`config.mk`:
```
export PLATFORM = sky130hd
export DESIGN_NAME = ccr_top
export DESIGN_NICKNAME = d
export VERILOG_FILES = /design/src/core/ccr_pkg.sv /design/src/core/ccr_cmp_if.sv /design/src/core/ccr_cmp_unit.sv /design/src/core/ccr_top.sv
export SDC_FILE = /design/constraint.sdc
export NUM_CORES = 1
export LEC_CHECK = 0
export ABC_AREA = 1
export BUFFER_PORTS_ARGS = -buffer_cell sky130_fd_sc_hd__buf_4
export CAP_MARGIN = 40
export CORE_MARGIN = 2
export CORE_UTILIZATION = 47
export CTS_CLUSTER_SIZE = 28
export DETAILED_ROUTE_END_ITERATION = 10
export PLACE_DENSITY = 0.86
export REMOVE_ABC_BUFFERS = 1
export SLEW_MARGIN = 20
export SYNTH_ARGS = -nofsm -noshare
export SYNTH_HDL_FRONTEND = slang
export SYNTH_SLANG_ARGS = --single-unit
```
`constraint.sdc`:
```
create_clock -name ref_clk -period 4.5 [get_ports ref_clk]
set_input_delay 0.45 -clock ref_clk [delete_from_list [all_inputs] [get_ports ref_clk]]
set_output_delay 0.45 -clock ref_clk [all_outputs]
set_load 0.03 [all_outputs]
```
`src/core/ccr_pkg.sv`:
```
package ccr_pkg;
    // Register byte offsets (one aligned word each)
    localparam logic [7:0] CCR_OFS_ONE = 8'h00;
    localparam logic [7:0] CCR_OFS_TWO = 8'h04;
    localparam logic [7:0] CCR_OFS_STAT = 8'h08;
    localparam logic [7:0] CCR_OFS_MASK = 8'h0c;
    // Control register field positions
    localparam int CCR_BIT_EN = 7;
    localparam int CCR_BIT_OUT = 6;
    localparam int CCR_BIT_OE = 5;
    localparam int CCR_BIT_POL = 4;
    localparam int CCR_BIT_REF = 2;
    localparam int CCR_CH_LO = 0;
    // Writable bits of a control register
    localparam logic [7:0] CCR_WR_MASK = 8'hb7;
    // Reset value of a control register
    localparam logic [7:0] CCR_CTL_RST = 8'h00;
    // Number of comparators
    localparam int CCR_NCMP = 2;
    // Instruction cycle: four system clocks
    localparam logic [1:0] CCR_PHASES_M1 = 2'h3;
    // AHB transfer type and response
    localparam logic [1:0] CCR_HTRANS_NONSEQ = 2'h2;
    localparam logic CCR_RESP_OKAY = 1'b0;
    // Register bus state
    typedef enum logic [0:0] {
        CCR_IDLE = 1'b0,
        CCR_DATA = 1'b1
    } ccr_bus_e;
endpackage

```
`src/core/ccr_cmp_if.sv`:
```
// Per-comparator control and result bundle
interface ccr_cmp_if;
    import ccr_pkg::*;
    logic [7:0] ctl;      // Control register contents
    logic raw;            // Raw compare from analog core
    logic res;            // Latched polarity-corrected result
    logic live;           // Unlatched polarity-corrected result
    logic rd_strobe;      // Register read or write of this control
    logic mismatch_edge;  // One-cycle pulse on mismatch rise
    modport top (output ctl, output rd_strobe, input res, input live, input mismatch_edge);
    modport unit (input ctl, input raw, input rd_strobe, output res, output live,
                  output mismatch_edge);
endinterface

```
`src/core/ccr_cmp_unit.sv`:
```
// One comparator's result latch and mismatch detector
module ccr_cmp_unit (
    // Clock and reset
    input wire logic ref_clk,
    input wire logic resetn,
    // Instruction cycle enable
    input wire logic cyc_en,
    // Comparator bundle
    ccr_cmp_if.unit cmp
);
    import ccr_pkg::*;
    logic s1_reg, s2_reg, s3_reg;  // Pin synchroniser
    logic raw_reg;                 // Accepted raw compare
    logic res_reg;                 // Result latched each instruction cycle
    logic ref_reg;                 // Mismatch reference latch
    logic mm_reg;                  // Previous mismatch level
    logic pol_raw;                 // Corrected, stable raw
    logic mismatch;                // Current mismatch level

    // Synchronise raw compare, accept when stages agree
    always_ff @(posedge ref_clk) begin
        if (!resetn) begin
            s1_reg <= 1'b0;
            s2_reg <= 1'b0;
            s3_reg <= 1'b0;
            raw_reg <= 1'b0;
        end else begin
            s1_reg <= cmp.raw;
            s2_reg <= s1_reg;
            s3_reg <= s2_reg;
            // A change counts only once two stages agree
            if (s2_reg == s3_reg) begin
                raw_reg <= s3_reg;
            end
        end
    end

    // polarity inversion applied; disabled reads zero
    assign pol_raw = cmp.ctl[CCR_BIT_EN] & (raw_reg ^ cmp.ctl[CCR_BIT_POL]);
    assign cmp.live = cmp.ctl[CCR_BIT_EN] & (raw_reg ^ cmp.ctl[CCR_BIT_POL]);

    // result relatched once per instruction cycle
    always_ff @(posedge ref_clk) begin
        if (!resetn) begin
            res_reg <= 1'b0;
        end else if (cyc_en) begin
            res_reg <= pol_raw;
        end
    end
    assign cmp.res = res_reg;

    always_ff @(posedge ref_clk) begin
        if (!resetn) begin
            ref_reg <= 1'b0;
        end else if (cmp.rd_strobe) begin
            ref_reg <= res_reg;
        end
    end
    assign mismatch = (ref_reg ^ res_reg) & ~cmp.rd_strobe;

    always_ff @(posedge ref_clk) begin
        if (!resetn) begin
            mm_reg <= 1'b0;
        end else begin
            mm_reg <= mismatch;
        end
    end
    assign cmp.mismatch_edge = mismatch & ~mm_reg;

    // Result changes only on an instruction cycle enable
    a_res_on_cycle: assert property (@(posedge ref_clk) disable iff (!resetn)
        !cyc_en |=> $stable(res_reg))
        else $error("result changed outside instruction cycle");
    // Edge pulse is single cycle
    a_edge_single: assert property (@(posedge ref_clk) disable iff (!resetn)
        cmp.mismatch_edge |=> !cmp.mismatch_edge)
        else $error("mismatch edge held longer than one cycle");
    // Read loads the reference
    a_ref_capture: assert property (@(posedge ref_clk) disable iff (!resetn)
        cmp.rd_strobe |=> ref_reg == $past(res_reg))
        else $error("reference not captured on read");
endmodule // ccr_cmp_unit

```
`src/core/ccr_top.sv`:
```
// Operation
// - Bit 7 enables its comparator
// - Bit 6 reads compare result
// - Result bit read-only, resets zero
// - Pin driven when OE, enabled, output
// - Bit 4 inverts the result
// - Bit 2 picks internal reference input
// - Bits 1:0 pick inverting input pin
// - Second comparator uses identical register
// - Reads capture result into mismatch latch
// - Interrupt set on mismatch edge only
// - Result relatched every instruction cycle
// - Reset clears both control registers
//
// Chosen here: register access over AHB-Lite and the register offsets.
module ccr_top (
    // Clock and reset
    input wire logic ref_clk,
    input wire logic resetn,
    // AHB-Lite slave
    input wire logic hsel,
    input wire logic [31:0] haddr,
    input wire logic [1:0] htrans,
    input wire logic hwrite,
    input wire logic [2:0] hsize,
    input wire logic hready,
    input wire logic [31:0] hwdata,
    output logic [31:0] hrdata,
    output logic hreadyout,
    output logic hresp,
    // Analog comparator cores
    input wire logic [ccr_pkg::CCR_NCMP-1:0] cmp_raw,
    output logic [ccr_pkg::CCR_NCMP-1:0] cmp_power_on,
    output logic [ccr_pkg::CCR_NCMP-1:0] noninverting_ref_sel,
    output logic [ccr_pkg::CCR_NCMP*2-1:0] inverting_pin_sel,
    // Port pin drivers
    input wire logic [ccr_pkg::CCR_NCMP-1:0] port_direction_bit,
    output logic [ccr_pkg::CCR_NCMP-1:0] pin_out,
    output logic [ccr_pkg::CCR_NCMP-1:0] pin_oe,
    // Interrupt
    output logic irq
);
    import ccr_pkg::*;
    ccr_bus_e state_reg;                 // Bus data phase flag
    logic [7:0] addr_reg;                // Latched address
    logic wr_reg;                        // Latched direction
    logic [1:0] phase_reg;               // Instruction cycle divider
    logic cyc_en;                        // Instruction cycle enable
    logic [CCR_NCMP-1:0] stat_reg;       // Sticky event bits
    logic [CCR_NCMP-1:0] mask_reg;       // Interrupt mask
    logic [CCR_NCMP-1:0] edge_v;         // Event pulses
    logic [7:0] ctl_reg [CCR_NCMP];      // Control registers
    logic addr_ok;                       // Valid address phase
    logic stat_rd;                       // Status read in data phase

    ccr_cmp_if cmp_b [CCR_NCMP] ();

    // Address phase capture
    assign addr_ok = hsel && hready && (htrans == CCR_HTRANS_NONSEQ);
    always_ff @(posedge ref_clk) begin
        if (!resetn) begin
            state_reg <= CCR_IDLE;
            addr_reg <= 8'h00;
            wr_reg <= 1'b0;
        end else if (addr_ok) begin
            state_reg <= CCR_DATA;
            addr_reg <= haddr[7:0];
            wr_reg <= hwrite;
        end else begin
            state_reg <= CCR_IDLE;
        end
    end

    // Zero-wait answers, always OKAY
    assign hreadyout = 1'b1;
    assign hresp = CCR_RESP_OKAY;

    // Instruction cycle divider
    always_ff @(posedge ref_clk) begin
        if (!resetn) begin
            phase_reg <= 2'h0;
        end else begin
            phase_reg <= phase_reg + 2'h1;
        end
    end
    assign cyc_en = (phase_reg == CCR_PHASES_M1);

    // Per-comparator register and unit
    genvar gi;
    generate
        for (gi = 0; gi < CCR_NCMP; gi++) begin : g_cmp
            localparam logic [7:0] OFS = (gi == 0) ? CCR_OFS_ONE : CCR_OFS_TWO;
            logic hit;
            assign hit = (state_reg == CCR_DATA) && (addr_reg == OFS);
            // same layout per comparator; reset clears
            always_ff @(posedge ref_clk) begin
                if (!resetn) begin
                    ctl_reg[gi] <= CCR_CTL_RST;
                end else if (hit && wr_reg) begin
                    ctl_reg[gi] <= hwdata[7:0] & CCR_WR_MASK;
                end
            end
            assign cmp_b[gi].ctl = ctl_reg[gi];
            assign cmp_b[gi].raw = cmp_raw[gi];
            assign cmp_b[gi].rd_strobe = hit;
            assign edge_v[gi] = cmp_b[gi].mismatch_edge;
            assign cmp_power_on[gi] = ctl_reg[gi][CCR_BIT_EN];
            assign noninverting_ref_sel[gi] = ctl_reg[gi][CCR_BIT_REF];
            assign inverting_pin_sel[gi*2 +: 2] = ctl_reg[gi][CCR_CH_LO +: 2];
            assign pin_oe[gi] = ctl_reg[gi][CCR_BIT_OE] & ctl_reg[gi][CCR_BIT_EN]
                & ~port_direction_bit[gi];
            assign pin_out[gi] = cmp_b[gi].live & pin_oe[gi];
            ccr_cmp_unit u_unit (
                .ref_clk(ref_clk),
                .resetn(resetn),
                .cyc_en(cyc_en),
                .cmp(cmp_b[gi])
            );
            // Pin drive follows its three conditions
            a_pin_drive: assert property (@(posedge ref_clk) disable iff (!resetn)
                pin_oe[gi] == (ctl_reg[gi][CCR_BIT_OE] && ctl_reg[gi][CCR_BIT_EN]
                && !port_direction_bit[gi]))
                else $error("pin enable wrong");
            // Result bit cannot be written
            a_ro_result: assert property (@(posedge ref_clk) disable iff (!resetn)
                hit && wr_reg |=> !ctl_reg[gi][CCR_BIT_OUT])
                else $error("result bit stored by write");
            // Disabled comparator result reads zero next cycle
            a_off_zero: assert property (@(posedge ref_clk) disable iff (!resetn)
                !ctl_reg[gi][CCR_BIT_EN] && cyc_en |=> !cmp_b[gi].res)
                else $error("disabled comparator shows result");
        end
    endgenerate

    // Status read clears sticky bits
    assign stat_rd = (state_reg == CCR_DATA) && !wr_reg && (addr_reg == CCR_OFS_STAT);

    // sticky events, set wins over clear
    always_ff @(posedge ref_clk) begin
        if (!resetn) begin
            stat_reg <= '0;
        end else begin
            stat_reg <= (stat_rd ? '0 : stat_reg) | edge_v;
        end
    end

    // Mask register
    always_ff @(posedge ref_clk) begin
        if (!resetn) begin
            mask_reg <= '0;
        end else if (state_reg == CCR_DATA && wr_reg && addr_reg == CCR_OFS_MASK) begin
            mask_reg <= hwdata[CCR_NCMP-1:0];
        end
    end

    // Level interrupt from unmasked status
    assign irq = |(stat_reg & mask_reg);

    // Read data mux, unmapped reads zero
    always_comb begin
        hrdata = 32'h0000_0000;
        if (state_reg == CCR_DATA && !wr_reg) begin
            case (addr_reg)
                CCR_OFS_ONE: hrdata = {24'h0, ctl_reg[0] | ({7'h0, cmp_b[0].res} << CCR_BIT_OUT)};
                CCR_OFS_TWO: hrdata = {24'h0, ctl_reg[1] | ({7'h0, cmp_b[1].res} << CCR_BIT_OUT)};
                CCR_OFS_STAT: hrdata = {30'h0, stat_reg};
                CCR_OFS_MASK: hrdata = {30'h0, mask_reg};
                default: hrdata = 32'h0000_0000;
            endcase
        end
    end

    // Control registers return to zero after reset
    a_reset_clear: assert property (@(posedge ref_clk)
        !resetn |=> ctl_reg[0] == CCR_CTL_RST && ctl_reg[1] == CCR_CTL_RST)
        else $error("control not cleared by reset");
    // Event sets status next cycle
    a_event_sticky: assert property (@(posedge ref_clk) disable iff (!resetn)
        edge_v[0] |=> stat_reg[0])
        else $error("event lost");
    // Reference select follows register
    a_ref_route: assert property (@(posedge ref_clk) disable iff (!resetn)
        noninverting_ref_sel[1] == ctl_reg[1][CCR_BIT_REF])
        else $error("reference select wrong");
    // Channel select follows register
    a_chan_route: assert property (@(posedge ref_clk) disable iff (!resetn)
        inverting_pin_sel[1:0] == ctl_reg[0][1:0])
        else $error("channel select wrong");
endmodule // ccr_top

```
==> results.toml <==
[status]
status = "finished, final reports clean"

[cells_and_area]
num-nets-final = 384
share_of_layout_cells_above_drive_strength_1_pct = 20.26
layout-area-overhead-vs-synth_pct = 15.06
max_reg_flops = 12
final_core_util_pct = 55.50
layout_cells_excl_fill = 358
diodes = 0
final_common_cell = "sky130_fd_sc_hd__buf_4"
final_cell_area_um2 = 2400
leading_cell_types_in_the_layout_fill_and_taps_excluded = "sky130_fd_sc_hd__buf_4 (44), sky130_fd_sc_hd__nand2_1 (43), sky130_fd_sc_hd__nor2_1 (34), sky130_fd_sc_hd__inv_1 (33), sky130_fd_sc_hd__dfxtp_1 (30)"

[global_route]
first_global_vias = 1525
grt_first_pass_wirelength_um = 6893
grt-ovfl-total = 0
antenna_found_initial = 0
pin_count_of_the_biggest_net_entering_global_routing = 32
track_usage_pct = 17.52

[timing]
setup-tns-final_ns = 0
grt_setup_unrepaired = "false"
timing_worst_slew_pin_value_ns = 0.6737
setup_viol = 0
fmax_mhz = 449.7
timing.max_slew.rel_slack_pct = 54.96
fin_clk_skew_ns = 0.004640
fin_crit_ns = 2.224
setup_ws_ns = 2.276
finalMaxSlewViolations = 0
min_period_over_period_pct = 49.41
hold_viol_final = 0
hold_ws_ns = 0.3294

[synth]
ys_top_cells_by_area = "sky130_fd_sc_hd__dfxtp_1 (29%), sky130_fd_sc_hd__edfxtp_1 (17%), sky130_fd_sc_hd__buf_4 (13%), sky130_fd_sc_hd__nand2_1 (7.7%), sky130_fd_sc_hd__nor2_1 (6.1%)"
total_number_of_yosys_warnings = 0
synthesis.area_um2 = 2086
synth-async-reset-ratio_pct = 0
synth_enable_flop_cells = 12
yosysSeqAreaShare_pct = 46.07
synthFlopType = "sky130_fd_sc_hd__dfxtp_1"
synth-seq-cells = 42
synthDominantAreaCellType = "sky130_fd_sc_hd__dfxtp_1"
synth_cell_type_count = 26
yosys.area.top_type_share_pct = 28.79
synthesis.instances = 268
syn_area_per_cell_um2 = 7.783

[clocking]
post-cts-setup-buffer-count = 0
clk-insertion-delay-late_ns = 0.30
cts_htree_levels = 2
cts-resized-gates = 0
clock-sinks = 42
cts_hold_buffers = 0
clk_path_buf_depth = 2
numCtsBuffers = 5
cts_tree = "built"
clk_pin_slew_ns = 0.08
cts_root_buf = "sky130_fd_sc_hd__clkbuf_8"

[worst_setup_path]
worst_setup_path_start_kind = "register"
worstSetupPathType = "reg2out"
cp-end-kind = "primary output"
cp_data_required_time_ns = 4.05
critical_path_arrival_ns = 1.77
critical_path_peak_fanout = 11

[floorplan]
floorplan.core_area_um2 = 4324
die-width_um = 70.62
initial_utilization_pct = 48.23
fp.dieArea_um2 = 4986
top_level_ports = 125
num_rows = 24
dieHeight_um = 70.62

[placement]
placed_cells = 350
place_area_um2 = 2291
routabilityCongestion = 0.8030
dp_hpwl_um = 3122
setup_slack_after_placement_ns = 2.538
port_buffers = 44

[run]
drv_cap = 0

[route]
drt-pass1-iter-count = 4
initialDrtViolationCount = 106
drt_drc_violations_left = 0
vias = 1701
wirelength_um = 4187
routed_wire_length_per_instance_um = 11.70
antenna_left = 0
vias_per_cell = 4.751

[power_and_ir_drop]
report.power.total_mw = 0.8081
power.density_cell_area_nw_per_um2 = 336.7
total_leakage_power_nw = 1.124
power.ir.vdd_worst_mv = 0.2380

[min_path]
holdCritPathClass = "in2reg"
final timing paths:
kind / from / to / slack, ns / cells past startpoint
setup / recovery: addr_reg[4] / hrdata[5] / 2.28 / 6
hold / removal: cmp_raw[0] / g_cmp[0].u_unit.s1_reg / 0.33 / 3
setup reg to reg: addr_reg[4] / ctl_reg[0][0] / 2.54 / 5
hold reg to reg: g_cmp[0].u_unit.s1_reg / g_cmp[0].u_unit.s2_reg / 0.41 / 2
worst max-delay path, cell delays in order (launching register included):
cell and delay (ns):
sky130_fd_sc_hd__dfxtp_1 0.31, sky130_fd_sc_hd__nor2_1 0.10, sky130_fd_sc_hd__nand2_1 0.11, sky130_fd_sc_hd__nor2_2 0.41, sky130_fd_sc_hd__nand2_1 0.12, sky130_fd_sc_hd__a21oi_1 0.23, sky130_fd_sc_hd__buf_4 0.20
power by group:
part	switching (mW)	internal (mW)	total, mW
registers	0.00891	0.401	0.410
clock network	0.129	0.163	0.292
logic	0.0756	0.0304	0.106
total	0.213	0.595	0.808
cells by family (layout without fill, tap and decap cells):
| family | count (synthesis) | count (layout) | share of synthesized area (%) |
|---|---|---|---|
| XOR/XNOR | 1 | 1 | 0.4200 |
| other | 2 | 27 | 0.3601 |
| buffers and inverters | 76 | 89 | 20.34 |
| AO/OA/AOI/OAI | 42 | 42 | 10.26 |
| flip-flops | 42 | 42 | 46.07 |
| adder cells (fa/ha/maj) | 1 | 1 | 0.5998 |
| AND/OR/NAND/NOR | 104 | 104 | 21.96 |
Yosys cell counts, types with 3 or more instances:
cell,count
sky130_fd_sc_hd__inv_1,33
sky130_fd_sc_hd__nor3_1,3
sky130_fd_sc_hd__nand3_1,13
sky130_fd_sc_hd__a21oi_1,24
sky130_fd_sc_hd__edfxtp_1,12
sky130_fd_sc_hd__inv_2,3
sky130_fd_sc_hd__nand2_1,43
sky130_fd_sc_hd__o21ai_0,16
sky130_fd_sc_hd__buf_2,3
sky130_fd_sc_hd__dfxtp_1,30
sky130_fd_sc_hd__buf_4,36
sky130_fd_sc_hd__nor2_1,34
area by class of cell:
type / instances / area (um^2)
inverters: 36 / 135.1
clock buffers: 5 / 68.82
multi-input cells: 175 / 794.5
flip-flops and latches: 42 / 960.9
well taps: 52 / 65.06
repair buffers: 45 / 335.3
fillers: 399 / 1924
clock inverters: 3 / 40.04
metal layers:
metal,up-vias,global-route usage [%],wire [um]
met2,59,29.66,2123
met4,0,6.289,68
li1,859,-,-
met1,777,21.83,1762
met3,6,4.416,233
met5,-,0,0
Power figures use the tool's default switching activity.
